==> src/hdl/fsp_pkg.sv <==
// constants, types and helpers for the flash self-programming controller
////////////////////////////////////////////////////////////////////////////////
// Summary of operation
// (RULE1) refuse self-programming while the cpu runs from the subsystem clock
// (RULE2) flash mode pin must stay high for the whole operation
// (RULE3) program disables interrupts globally before starting
// (RULE4) any unmasked pending interrupt request stops a running operation at once
// (RULE5) unmasked requests stop it even when disabled; program masks sources
// (RULE6) after a stop, control returns; a new start resumes programming
// (RULE7) timing uses the internal oscillator; its settle wait runs inside
// (RULE8) entry routine lives in the common area 0000H to 7FFFH
// (RULE9) clusters 0000H-0FFFH and 1000H-1FFFH are exchangeable by swap setting
// (RULE10) active swap setting boots from the alternate cluster after reset
// (RULE11) program writes alternate, swaps, rewrites original, then unswaps
// (RULE12) debug flag at 0084H, ten-byte debug id at 0085H to 008EH
// (RULE13) swap also exchanges debug bytes with 1084H-108EH; keep both equal
// (RULE14) boot protection rejects chip erase, block erase, writes to 0000H-0FFFH
// (RULE15) all other stored security prohibitions never block self-programming
// (RULE16) swap flag sampled at reset; inverts address bit 12 below 2000H
package fsp_pkg;
  // timing
  localparam int CLK_PERIOD_NS = 10;
  localparam int HSO_STAB_NS = 2000;
  // register offsets
  localparam logic [7:0] OFS_CTRL = 8'h00;
  localparam logic [7:0] OFS_ADDR = 8'h04;
  localparam logic [7:0] OFS_STAT = 8'h08;
  localparam logic [7:0] OFS_SWAP = 8'h0C;
  // field positions
  localparam int CTRL_START = 0;
  localparam int CTRL_CMD_LSB = 1;
  localparam int STAT_BUSY = 0;
  localparam int STAT_DONE = 1;
  localparam int STAT_STOP = 2;
  localparam int STAT_REJ = 3;
  localparam int STAT_SWAP_ACT = 4;
  localparam int STAT_SWAP_NV = 5;
  localparam int SWAP_BIT = 12;
  // reset values
  localparam logic [15:0] ADDR_RST = 16'h0000;
  localparam logic [1:0] CMD_RST = 2'h0;
  // commands
  localparam logic [1:0] CMD_WRITE = 2'h0;
  localparam logic [1:0] CMD_BLK_ERASE = 2'h1;
  localparam logic [1:0] CMD_CHIP_ERASE = 2'h2;
  localparam logic [1:0] CMD_RSVD = 2'h3;
  // memory map
  localparam logic [15:0] BOOT0_HI = 16'h0FFF;
  localparam logic [15:0] BOOT1_HI = 16'h1FFF;
  localparam logic [15:0] COMMON_HI = 16'h7FFF;
  localparam logic [15:0] DBG_FLAG_ADDR = 16'h0084;
  localparam logic [15:0] DBG_ID_LO = 16'h0085;
  localparam logic [15:0] DBG_ID_HI = 16'h008E;

  typedef enum logic [3:0] {
    FSP_IDLE = 4'h1,
    FSP_STAB = 4'h2,
    FSP_BUSY = 4'h4,
    FSP_STOP = 4'h8
  } fsp_state_t;

  typedef struct packed {
    logic [7:0] flags_1_high;
    logic [7:0] flags_1_low;
    logic [7:0] flags_0_high;
    logic [7:0] flags_0_low;
  } fsp_irq_t;

  typedef struct packed {
    logic valid;
    logic [1:0] cmd;
    logic [15:0] addr;
  } fsp_flash_req_t;

  // cluster swap: bit 12 flips inside 0000H..1FFFH, debug bytes follow [RULE9] [RULE13]
  function automatic logic [15:0] fsp_remap(input logic [15:0] a, input logic swap);
    logic [15:0] r;
    r = a;
    if (swap && (a <= BOOT1_HI)) begin
      r[SWAP_BIT] = ~a[SWAP_BIT];
    end
    return r;
  endfunction
endpackage

==> src/hdl/fsp_fetch_map.sv <==
// boot swap state capture and cpu fetch address remap
`timescale 1ns/100ps
module fsp_fetch_map (
  // clock, reset, enable
  input wire logic clk_i,
  input wire logic reset_n_i,
  input wire logic ce_i,
  // nonvolatile swap flag and cpu side
  input wire logic swap_nv_i,
  input wire logic [15:0] cpu_addr_i,
  // results
  output logic swap_active_o,
  output logic [15:0] flash_addr_o
);
  import fsp_pkg::*;

  logic loaded_reg, loaded_next;
  logic swap_reg, swap_next;
  logic [15:0] addr_reg, addr_next;

  // flag is caught on the first enabled edge after release, never by the reset itself
  always_comb begin
    loaded_next = 1'b1;
    swap_next = loaded_reg ? swap_reg : swap_nv_i; // [RULE16] [RULE10]
    addr_next = fsp_remap(cpu_addr_i, swap_reg); // [RULE16] [RULE12]
  end

  always_ff @(posedge clk_i or negedge reset_n_i) begin
    if (!reset_n_i) begin
      loaded_reg <= 1'b0;
      swap_reg <= 1'b0;
      addr_reg <= ADDR_RST;
    end else if (ce_i) begin
      loaded_reg <= loaded_next;
      swap_reg <= swap_next;
      addr_reg <= addr_next;
    end
  end

  assign swap_active_o = swap_reg;
  assign flash_addr_o = addr_reg;
endmodule

==> src/hdl/fsp_top.sv <==
// flash self-programming controller with apb registers and boot swap
`timescale 1ns/100ps
module fsp_top #(
  parameter int STAB_NS = fsp_pkg::HSO_STAB_NS
) (
  // clock, reset, enable
  input wire logic clk_i,
  input wire logic reset_n_i,
  input wire logic ce_i,
  // apb slave
  input wire logic psel_i,
  input wire logic penable_i,
  input wire logic pwrite_i,
  input wire logic [7:0] paddr_i,
  input wire logic [31:0] pwdata_i,
  output logic [31:0] prdata_o,
  output logic pready_o,
  output logic pslverr_o,
  // pin and cpu status
  input wire logic flash_mode_pin_i,
  input wire logic cpu_on_subclk_i,
  input wire logic cpu_on_main_ext_i,
  input wire fsp_pkg::fsp_irq_t irq_request_flags_i,
  input wire fsp_pkg::fsp_irq_t irq_mask_flags_i,
  // security and swap storage
  input wire logic boot0_protect_i,
  input wire logic swap_nv_i,
  output logic swap_nv_o,
  // flash array
  output fsp_pkg::fsp_flash_req_t flash_req_o,
  input wire logic flash_done_i,
  input wire logic [15:0] cpu_addr_i,
  output logic [15:0] flash_addr_o
);
  import fsp_pkg::*;

  localparam int STAB_RAW = (STAB_NS + CLK_PERIOD_NS - 1) / CLK_PERIOD_NS;
  localparam int STAB_CYC = (STAB_RAW < 1) ? 1 : STAB_RAW;
  localparam logic [15:0] STAB_LOAD = 16'(STAB_CYC - 1);

  ////////////////////////////////////////////////////////////////////////////////
  // declarations
  fsp_state_t state_reg, state_next;
  logic [15:0] addr_reg, addr_next;
  logic [1:0] cmd_reg, cmd_next;
  logic [15:0] cnt_reg, cnt_next;
  logic done_reg, done_next;
  logic stop_reg, stop_next;
  logic rej_reg, rej_next;
  logic swap_nv_reg, swap_nv_next;
  logic pin_s1_reg, pin_s2_reg;
  logic [31:0] prdata_reg, prdata_next;
  logic pready_reg, pready_next;
  logic pslverr_reg, pslverr_next;
  fsp_flash_req_t req_reg, req_next;
  logic swap_active;
  logic wr_acc, start_wr, irq_pend, refuse, prot_hit, halt, mapped;
  logic [1:0] wcmd;
  logic [15:0] phys;

  ////////////////////////////////////////////////////////////////////////////////
  // decode
  always_comb begin
    wr_acc = psel_i && penable_i && pready_reg && pwrite_i;
    start_wr = wr_acc && (paddr_i == OFS_CTRL) && pwdata_i[CTRL_START];
    wcmd = pwdata_i[CTRL_CMD_LSB +: 2];
    mapped = (paddr_i == OFS_CTRL) || (paddr_i == OFS_ADDR) ||
             (paddr_i == OFS_STAT) || (paddr_i == OFS_SWAP);
    // every request flag counts unless its mask is set, global disable or not [RULE4] [RULE5]
    irq_pend = |(32'(irq_request_flags_i) & ~32'(irq_mask_flags_i));
    phys = fsp_remap(addr_reg, swap_active); // [RULE16] [RULE9]
    // only the boot cluster protection is honoured here [RULE14] [RULE15]
    prot_hit = boot0_protect_i && ((wcmd == CMD_CHIP_ERASE) || (phys <= BOOT0_HI));
    refuse = cpu_on_subclk_i || !pin_s2_reg || prot_hit || (wcmd == CMD_RSVD); // [RULE1] [RULE2]
    halt = irq_pend || !pin_s2_reg; // [RULE4] [RULE2]
  end

  ////////////////////////////////////////////////////////////////////////////////
  // sequencer
  always_comb begin
    state_next = state_reg;
    cmd_next = cmd_reg;
    cnt_next = cnt_reg;
    done_next = done_reg;
    stop_next = stop_reg;
    rej_next = rej_reg;
    req_next = req_reg;
    // write-one-to-clear; a same-cycle set below wins
    if (wr_acc && (paddr_i == OFS_STAT)) begin
      done_next = done_reg && !pwdata_i[STAT_DONE];
      stop_next = stop_reg && !pwdata_i[STAT_STOP];
      rej_next = rej_reg && !pwdata_i[STAT_REJ];
    end
    case (state_reg)
      FSP_IDLE, FSP_STOP: begin
        if (start_wr) begin
          if (refuse) begin
            rej_next = 1'b1; // [RULE1] [RULE14]
          end else begin
            // re-entering after a stop restarts the operation [RULE6]
            cmd_next = wcmd;
            req_next.cmd = wcmd;
            req_next.addr = phys;
            if (cpu_on_main_ext_i) begin
              state_next = FSP_STAB; // [RULE7]
              cnt_next = STAB_LOAD;
            end else begin
              state_next = FSP_BUSY;
              req_next.valid = 1'b1;
            end
          end
        end
      end
      FSP_STAB: begin
        if (halt) begin
          state_next = FSP_STOP; // [RULE4]
          stop_next = 1'b1;
        end else if (cnt_reg == 16'h0000) begin
          state_next = FSP_BUSY; // [RULE7]
          req_next.valid = 1'b1;
        end else begin
          cnt_next = cnt_reg - 16'h0001;
        end
      end
      FSP_BUSY: begin
        if (flash_done_i) begin
          state_next = FSP_IDLE;
          done_next = 1'b1;
          req_next.valid = 1'b0;
        end else if (halt) begin
          // array op is abandoned; control returns to the program [RULE4] [RULE6]
          state_next = FSP_STOP;
          stop_next = 1'b1;
          req_next.valid = 1'b0;
        end
      end
      default: begin
        state_next = FSP_IDLE;
        req_next.valid = 1'b0;
      end
    endcase
  end

  ////////////////////////////////////////////////////////////////////////////////
  // apb registers; zero wait: pready rises in the access phase
  always_comb begin
    addr_next = addr_reg;
    swap_nv_next = swap_nv_reg;
    pready_next = psel_i && !penable_i;
    pslverr_next = psel_i && !penable_i && !mapped;
    prdata_next = prdata_reg;
    // address frozen while an operation owns it
    if (wr_acc && (paddr_i == OFS_ADDR) && (state_reg != FSP_STAB) &&
        (state_reg != FSP_BUSY)) begin
      addr_next = pwdata_i[15:0];
    end
    // new swap setting reaches the boot map only through the next reset [RULE10] [RULE11]
    if (wr_acc && (paddr_i == OFS_SWAP)) begin
      swap_nv_next = pwdata_i[0];
    end
    if (psel_i && !penable_i) begin
      prdata_next = 32'h0000_0000;
      case (paddr_i)
        OFS_CTRL: prdata_next[CTRL_CMD_LSB +: 2] = cmd_reg;
        OFS_ADDR: prdata_next[15:0] = addr_reg;
        OFS_STAT: begin
          prdata_next[STAT_BUSY] = (state_reg == FSP_STAB) || (state_reg == FSP_BUSY);
          prdata_next[STAT_DONE] = done_reg;
          prdata_next[STAT_STOP] = stop_reg;
          prdata_next[STAT_REJ] = rej_reg;
          prdata_next[STAT_SWAP_ACT] = swap_active;
          prdata_next[STAT_SWAP_NV] = swap_nv_reg;
        end
        OFS_SWAP: prdata_next[0] = swap_nv_reg;
        default: prdata_next = 32'h0000_0000;
      endcase
    end
  end

  always_ff @(posedge clk_i or negedge reset_n_i) begin
    if (!reset_n_i) begin
      state_reg <= FSP_IDLE;
      addr_reg <= ADDR_RST;
      cmd_reg <= CMD_RST;
      cnt_reg <= 16'h0000;
      done_reg <= 1'b0;
      stop_reg <= 1'b0;
      rej_reg <= 1'b0;
      swap_nv_reg <= 1'b0;
      pin_s1_reg <= 1'b0;
      pin_s2_reg <= 1'b0;
      prdata_reg <= 32'h0000_0000;
      pready_reg <= 1'b0;
      pslverr_reg <= 1'b0;
      req_reg <= '0;
    end else if (ce_i) begin
      state_reg <= state_next;
      addr_reg <= addr_next;
      cmd_reg <= cmd_next;
      cnt_reg <= cnt_next;
      done_reg <= done_next;
      stop_reg <= stop_next;
      rej_reg <= rej_next;
      swap_nv_reg <= swap_nv_next;
      pin_s1_reg <= flash_mode_pin_i;
      pin_s2_reg <= pin_s1_reg;
      prdata_reg <= prdata_next;
      pready_reg <= pready_next;
      pslverr_reg <= pslverr_next;
      req_reg <= req_next;
    end
  end

  assign prdata_o = prdata_reg;
  assign pready_o = pready_reg;
  assign pslverr_o = pslverr_reg;
  assign swap_nv_o = swap_nv_reg;
  assign flash_req_o = req_reg;

  fsp_fetch_map u_map (
    .clk_i(clk_i),
    .reset_n_i(reset_n_i),
    .ce_i(ce_i),
    .swap_nv_i(swap_nv_i),
    .cpu_addr_i(cpu_addr_i),
    .swap_active_o(swap_active),
    .flash_addr_o(flash_addr_o)
  );
endmodule

==> config.mk <==
export PLATFORM = sky130hd
export DESIGN_NAME = fsp_top
export DESIGN_NICKNAME = d
export VERILOG_FILES = /design/src/hdl/fsp_pkg.sv /design/src/hdl/fsp_fetch_map.sv /design/src/hdl/fsp_top.sv
export SDC_FILE = /design/constraint.sdc
export NUM_CORES = 1
export LEC_CHECK = 0
export ABC_AREA = 1
export BUFFER_PORTS_ARGS = -buffer_cell sky130_fd_sc_hd__buf_4
export CAP_MARGIN = 15
export CORE_ASPECT_RATIO = 0.8
export CORE_MARGIN = 2
export CORE_UTILIZATION = 54
export CTS_CLUSTER_SIZE = 12
export DETAILED_ROUTE_END_ITERATION = 7
export HOLD_SLACK_MARGIN = 0.02
export MAX_ROUTING_LAYER = met4
export PLACE_DENSITY = 0.86
export SYNTH_ARGS = -nofsm -noshare
export SYNTH_HDL_FRONTEND = slang
export SYNTH_HIERARCHICAL = 1
export SYNTH_SLANG_ARGS = --single-unit
export TNS_END_PERCENT = 5
==> constraint.sdc <==
create_clock -name clk_i -period 4.3 [get_ports clk_i]
set_clock_uncertainty 0.2 [all_clocks]
set_input_delay 0.86 -clock clk_i [delete_from_list [all_inputs] [get_ports clk_i]]
set_output_delay 0.86 -clock clk_i [all_outputs]
set_load 0.02 [all_outputs]
[Word-level counts from Yosys, hierarchy flattened]
Cells that the tools add are included.
Word-level totals
  output and inout port bits: 70
  bits in registers: 97
  word-level logic and storage cells: 133
  bits of input ports: 132
Operators by class
  $lt $le $gt $ge: 3
  reductions and logical operators: 46
  mux-type cells: 39
  bitwise gates (word level): 6
  eq/ne operators: 20
  add/subtract/negate cells: 1
Operators with widths (number)
  two-way mux 16 bit: 5
  two-way mux 19 bit: 2
  bitwise AND 32 bit: 1
  less-or-equal comparator 16 x 13 -> 1 bit, second input constant: 2
  inverter 32 bit: 1
  one-hot mux 16 bit (2 select lines): 1
  OR reduction 32 bit: 1
  two-way mux 4 bit: 6
  logical AND 1 bit: 18
  two-way mux 1 bit: 17
  equality test 8 x 4 -> 1 bit, second input constant: 2
  less-or-equal comparator 16 x 12 -> 1 bit, second input constant: 1
  zero test 16 bit: 1
  subtractor 16 x 1 -> 16 bit, second input constant: 1
  != test 2 bit, second input constant: 7
  AND reduction 7 bit: 2
  one-hot mux 4 bit (3 select lines): 1
  two-way mux 10 bit: 1
  logical OR 1 bit: 9
  equality test 8 x 3 -> 1 bit, second input constant: 1
  zero test 8 bit: 1
  AND reduction 2 bit: 4
  zero test 1 bit: 6
  != test 3 bit, second input constant: 2
  17 further kinds: 22

[Logic depth before layout (Yosys ltp)]
  depth in word-level cells: 11
  gate-level depth with buffers: 13
  mapped depth without buffers: 13

[Hierarchy]
Netlist, hierarchy kept.
Modules (own cells, without submodules)
  fsp_top: sequential area each 1978.1 um^2, cells each 614, area an instance 4755.8 um^2, times used 1
  fsp_fetch_map: sequential area each 450.4 um^2, cells each 82, area an instance 738.2 um^2, times used 1

[Worst setup path before layout]
No wires, ideal clock.
  kind: input port to flip-flop
  start point: input paddr_i[1]
  end point: register addr_reg[10]
  setup time: 125 ps
  required time: 3975 ps
  data arrival time: 1919 ps
  stages: 8
  setup slack: 2055 ps
  buffers on the path: 1
  cell sequence: nor2_1 > inv_1 > nor2_4 > nand3_2 > inv_2 > nand4_2 > buf_4 > mux2_4
Between the ends
  word-level cells in the longest chain between the ends: 5
RTL lines
  start: declaration: line fsp_top.sv:14  | input wire logic [7:0] paddr_i,
  equality test 8 x 3 -> 1 bit: line fsp_top.sv:153  | if (wr_acc && (paddr_i == OFS_ADDR) && (state_reg != FSP_STAB) &&
  logical AND 1 bit (3 in a row): line fsp_top.sv:153
  AND reduction 2 bit (no line)
  end signal: assignment: line fsp_top.sv:198  | addr_reg <= addr_next;
  end: declaration: line fsp_top.sv:44  | logic [15:0] addr_reg, addr_next;
No other way between the ends.
A chain may end at the register's enable or synchronous reset.

[Worst setup path after layout]
Same ends and word-level chain as after synthesis.

==> metrics.md <==
| Metric | Value |
|---|---|
| Routed len/inst | `14.6 um` |
| Cells along the critical path | `buf_4 > nor2_1 > inv_1 > nor2_4 > nand3_2 > inv_2 > nand4_2 > mux2_4` |
| Final min period | `3.13 ns` |
| Max rail drop VDD | `336 uV` |
| PD cells | `406 mW/mm^2` |
| Hold-critical path depth | `2` |
| Library cells used by synthesis | `41` |
| Fin crit share | `72.7%` |
| Share of cells above drive strength 1 | `29.9%` |
| Startpoint types | `input pin` |
| Slew @ Worst Pin | `0.888 ns` |
| Starting density of the core | `56.2%` |
| Total CTS buffers | `9` |
| Asr flop ratio synth | `100%` |
| R2R Path Start | `state_reg[0]$_DFFE_PN1P_` |
| Largest net degree at the start of global routing | `73` |
| Clock sink count | `97` |
| TritonCTS clock tree | `yes` |
| Synth cell count leaders | `239 x nand2_1, 96 x dfrtp_1, 86 x inv_1` |
| Vias | `5,174` |
| Kind of critical path | `input pin to flip-flop` |
| Worst r2r dst | `flash_req_o[15]$_DFFE_PN0P_` |
| Synth top area cells | `dfrtp_1 44%, nand2_1 16%, inv_1 5.9%` |
| Largest register FFs | `19` |
| Row count | `32` |
| Most frequent cell after synthesis | `nand2_1` |
| Fin. max-slew vios | `0` |
| Hold WC Path Type | `flip-flop to flip-flop` |
| Worst slew margin | `40.8%` |
| Final WL | `14,600 um` |
| Cells after Synth | `696` |
| RSZ-0062 raised after global routing | `false` |
| Final hold vios | `0` |
| Clk buf depth | `2` |
| Vias in the first global route | `5,141` |
| Pint | `1.80 mW` |
| Worst path required time | `4.33 ns` |
| Mean Syn Cell Area | `7.89 um^2` |
| Number of routed nets with antenna violations | `0` |
| Area share of the largest cell type after synthesis | `43.7%` |
| FMAX | `320 MHz` |
| CP Data Arrival Time | `3.16 ns` |
| Setup bufs post-CTS | `0` |
| Post-DP HPWL | `11,000 um` |
| Min-delay src | `u_map/loaded_reg$_DFFE_PN0P_` |
| Crit path max fanout | `20` |
| Sw frac | `37.0%` |
| Sequential Power Share | `38.5%` |
| First-pass GRT wire length | `23,600 um` |
| Nets@finish | `995` |
| I/O Buffers | `169` |
| Drt first pass iters | `6` |
| Clock Tree Root | `clkbuf_16` |
| DRC Markers | `0` |
| Die W | `117 um` |
| Outcome | `completed` |
| Worst Hold End | `u_map/loaded_reg$_DFFE_PN0P_` |
| Commonest register cell after synthesis | `dfrtp_1` |
| Number of vias per cell | `5.16` |
| # hold bufs at CTS | `0` |
| Pwr Total | `2.86 mW` |
| CTS clk-pin slew, worst paths | `0.07 ns` |
| Area leader, netlist | `dfrtp_1` |
| Yosys warns | `6` |
| Die height | `94.2 um` |
| FF-to-FF setup slack | `1.92 ns` |
| Sequential share of the synthesized area | `44.2%` |
| Setup violators final | `0` |
| CTS H-Tree Depth | `3` |
| Total of max-cap violations | `0` |
| Io pins | `202` |
| Number of synthesized flops with an enable pin | `0` |
| Placer Congestion | `0.901` |
| Switch Pwr | `1.06 mW` |
| Post-Syn Area | `0.00549 mm^2` |
| Setup crit end kind | `flip-flop` |
| GRT Util Overall | `28.2%` |
| Reg2Reg Depth | `9` |
| Worst-Skew Late Latency | `0.35 ns` |
| Resize count post-CTS | `0` |
| Slowest cell on crit path | `nand4_2` |
| Area grow syn2layout | `28.3%` |
| P_leak | `3.88 nW` |
| Core area | `0.00977 mm^2` |
| GRT overflow | `0` |
| First DRT Iteration DRCs | `575` |
| Number of antenna violations at the first check in global routing | `0` |
| Die Footprint | `0.0110 mm^2` |
| Final setup TNS | `0 ns` |
| Combinational share of power | `32.8%` |
| Crit path largest cell delay | `0.64 ns` |
| Yosys reg bits | `97` |
| Clock power frac | `28.7%` |
| Diodes inserted | `0` |
metrics by stage:
stage	utilization (%)	hold slack (ns)	cell area (um^2)	std cells	setup slack [ns]
5_1_grt	72.1	0.292	7050	1003	1.03
6_report	72.1	0.275	7050	1003	1.17
3_3_place_gp	69.0	0.234	6740	987	0.981
2_1_floorplan	-	0.222	5550	711	2.06
4_1_cts	72.1	0.266	7050	1003	1.21
3_5_place_dp	69.0	0.246	6740	987	0.848
critical path: cells and delay by family:
| family | cells | cell delay (ns) |
|---|---|---|
| buffers and inverters | 3 | 0.47 |
| multiplexers | 1 | 0.55 |
| AND/OR/NAND/NOR | 4 | 1.28 |
cells by family (layout without fill, tap and decap cells):
kind of cell	Yosys count	after routing	share of synthesized area (%)
xor+xnor	9	9	1.43
mux	12	12	3.28
simple gates	380	380	30.6
buf+inv	129	285	11.6
flops	97	97	44.2
fa+ha+maj	1	1	0.228
other cells	1	16	0.0683
compound gates	67	67	8.61
routing by layer:
metal  global-route usage, %  vias to the layer above  share of wire, %
li1                        -                     2472                 -
met1                    33.5                     2442                39
met2                    47.9                      222                52
met3                    5.87                       38               7.3
met4                    9.22                        0               1.9
met5                       -                        -                 0
worst max path at each step:
stage | from | to | slack [ns]
floorplan | paddr_i[1] | addr_reg[10]$_DFFE_PN0P_ | 2.06
global placement | paddr_i[1] | addr_reg[10]$_DFFE_PN0P_ | 0.98
detailed placement | paddr_i[1] | addr_reg[12]$_DFFE_PN0P_ | 0.85
CTS | paddr_i[1] | addr_reg[4]$_DFFE_PN0P_ | 1.21
global route | paddr_i[1] | addr_reg[13]$_DFFE_PN0P_ | 1.03
finish | paddr_i[1] | addr_reg[10]$_DFFE_PN0P_ | 1.17
cell usage in the layout, fill, tap and decap left out, types with 12 or more instances in the layout:
| master | instances |
|---|---|
| o21bai_1 | 13 |
| inv_1 | 86 |
| conb_1 | 16 |
| buf_4 | 171 |
| nor2_1 | 64 |
| mux2_4 | 12 |
| o21ai_2 | 12 |
| a21oi_1 | 12 |
| o21ai_0 | 14 |
| nand3_1 | 28 |
| nand2_1 | 239 |
| dfrtp_1 | 96 |
layout make-up:
type	count	area [um^2]
flip-flops and latches	97	2430
multi-input cells	485	2480
clock buffers	10	229
repair buffers	171	1280
inverters	98	377
well taps	136	170
fillers	727	2720
clock inverters	6	73.8
power groups by stage:
stage,registers (mW),clock network (mW),logic [mW]
3_3_place_gp,1.11,0,0.887
6_report,1.10,0.820,0.939
4_1_cts,1.10,0.823,0.935
5_1_grt,1.11,0.859,1.04
3_5_place_dp,1.12,0,0.927
2_1_floorplan,1.13,0,0.660
Power figures use the tool's default switching activity.
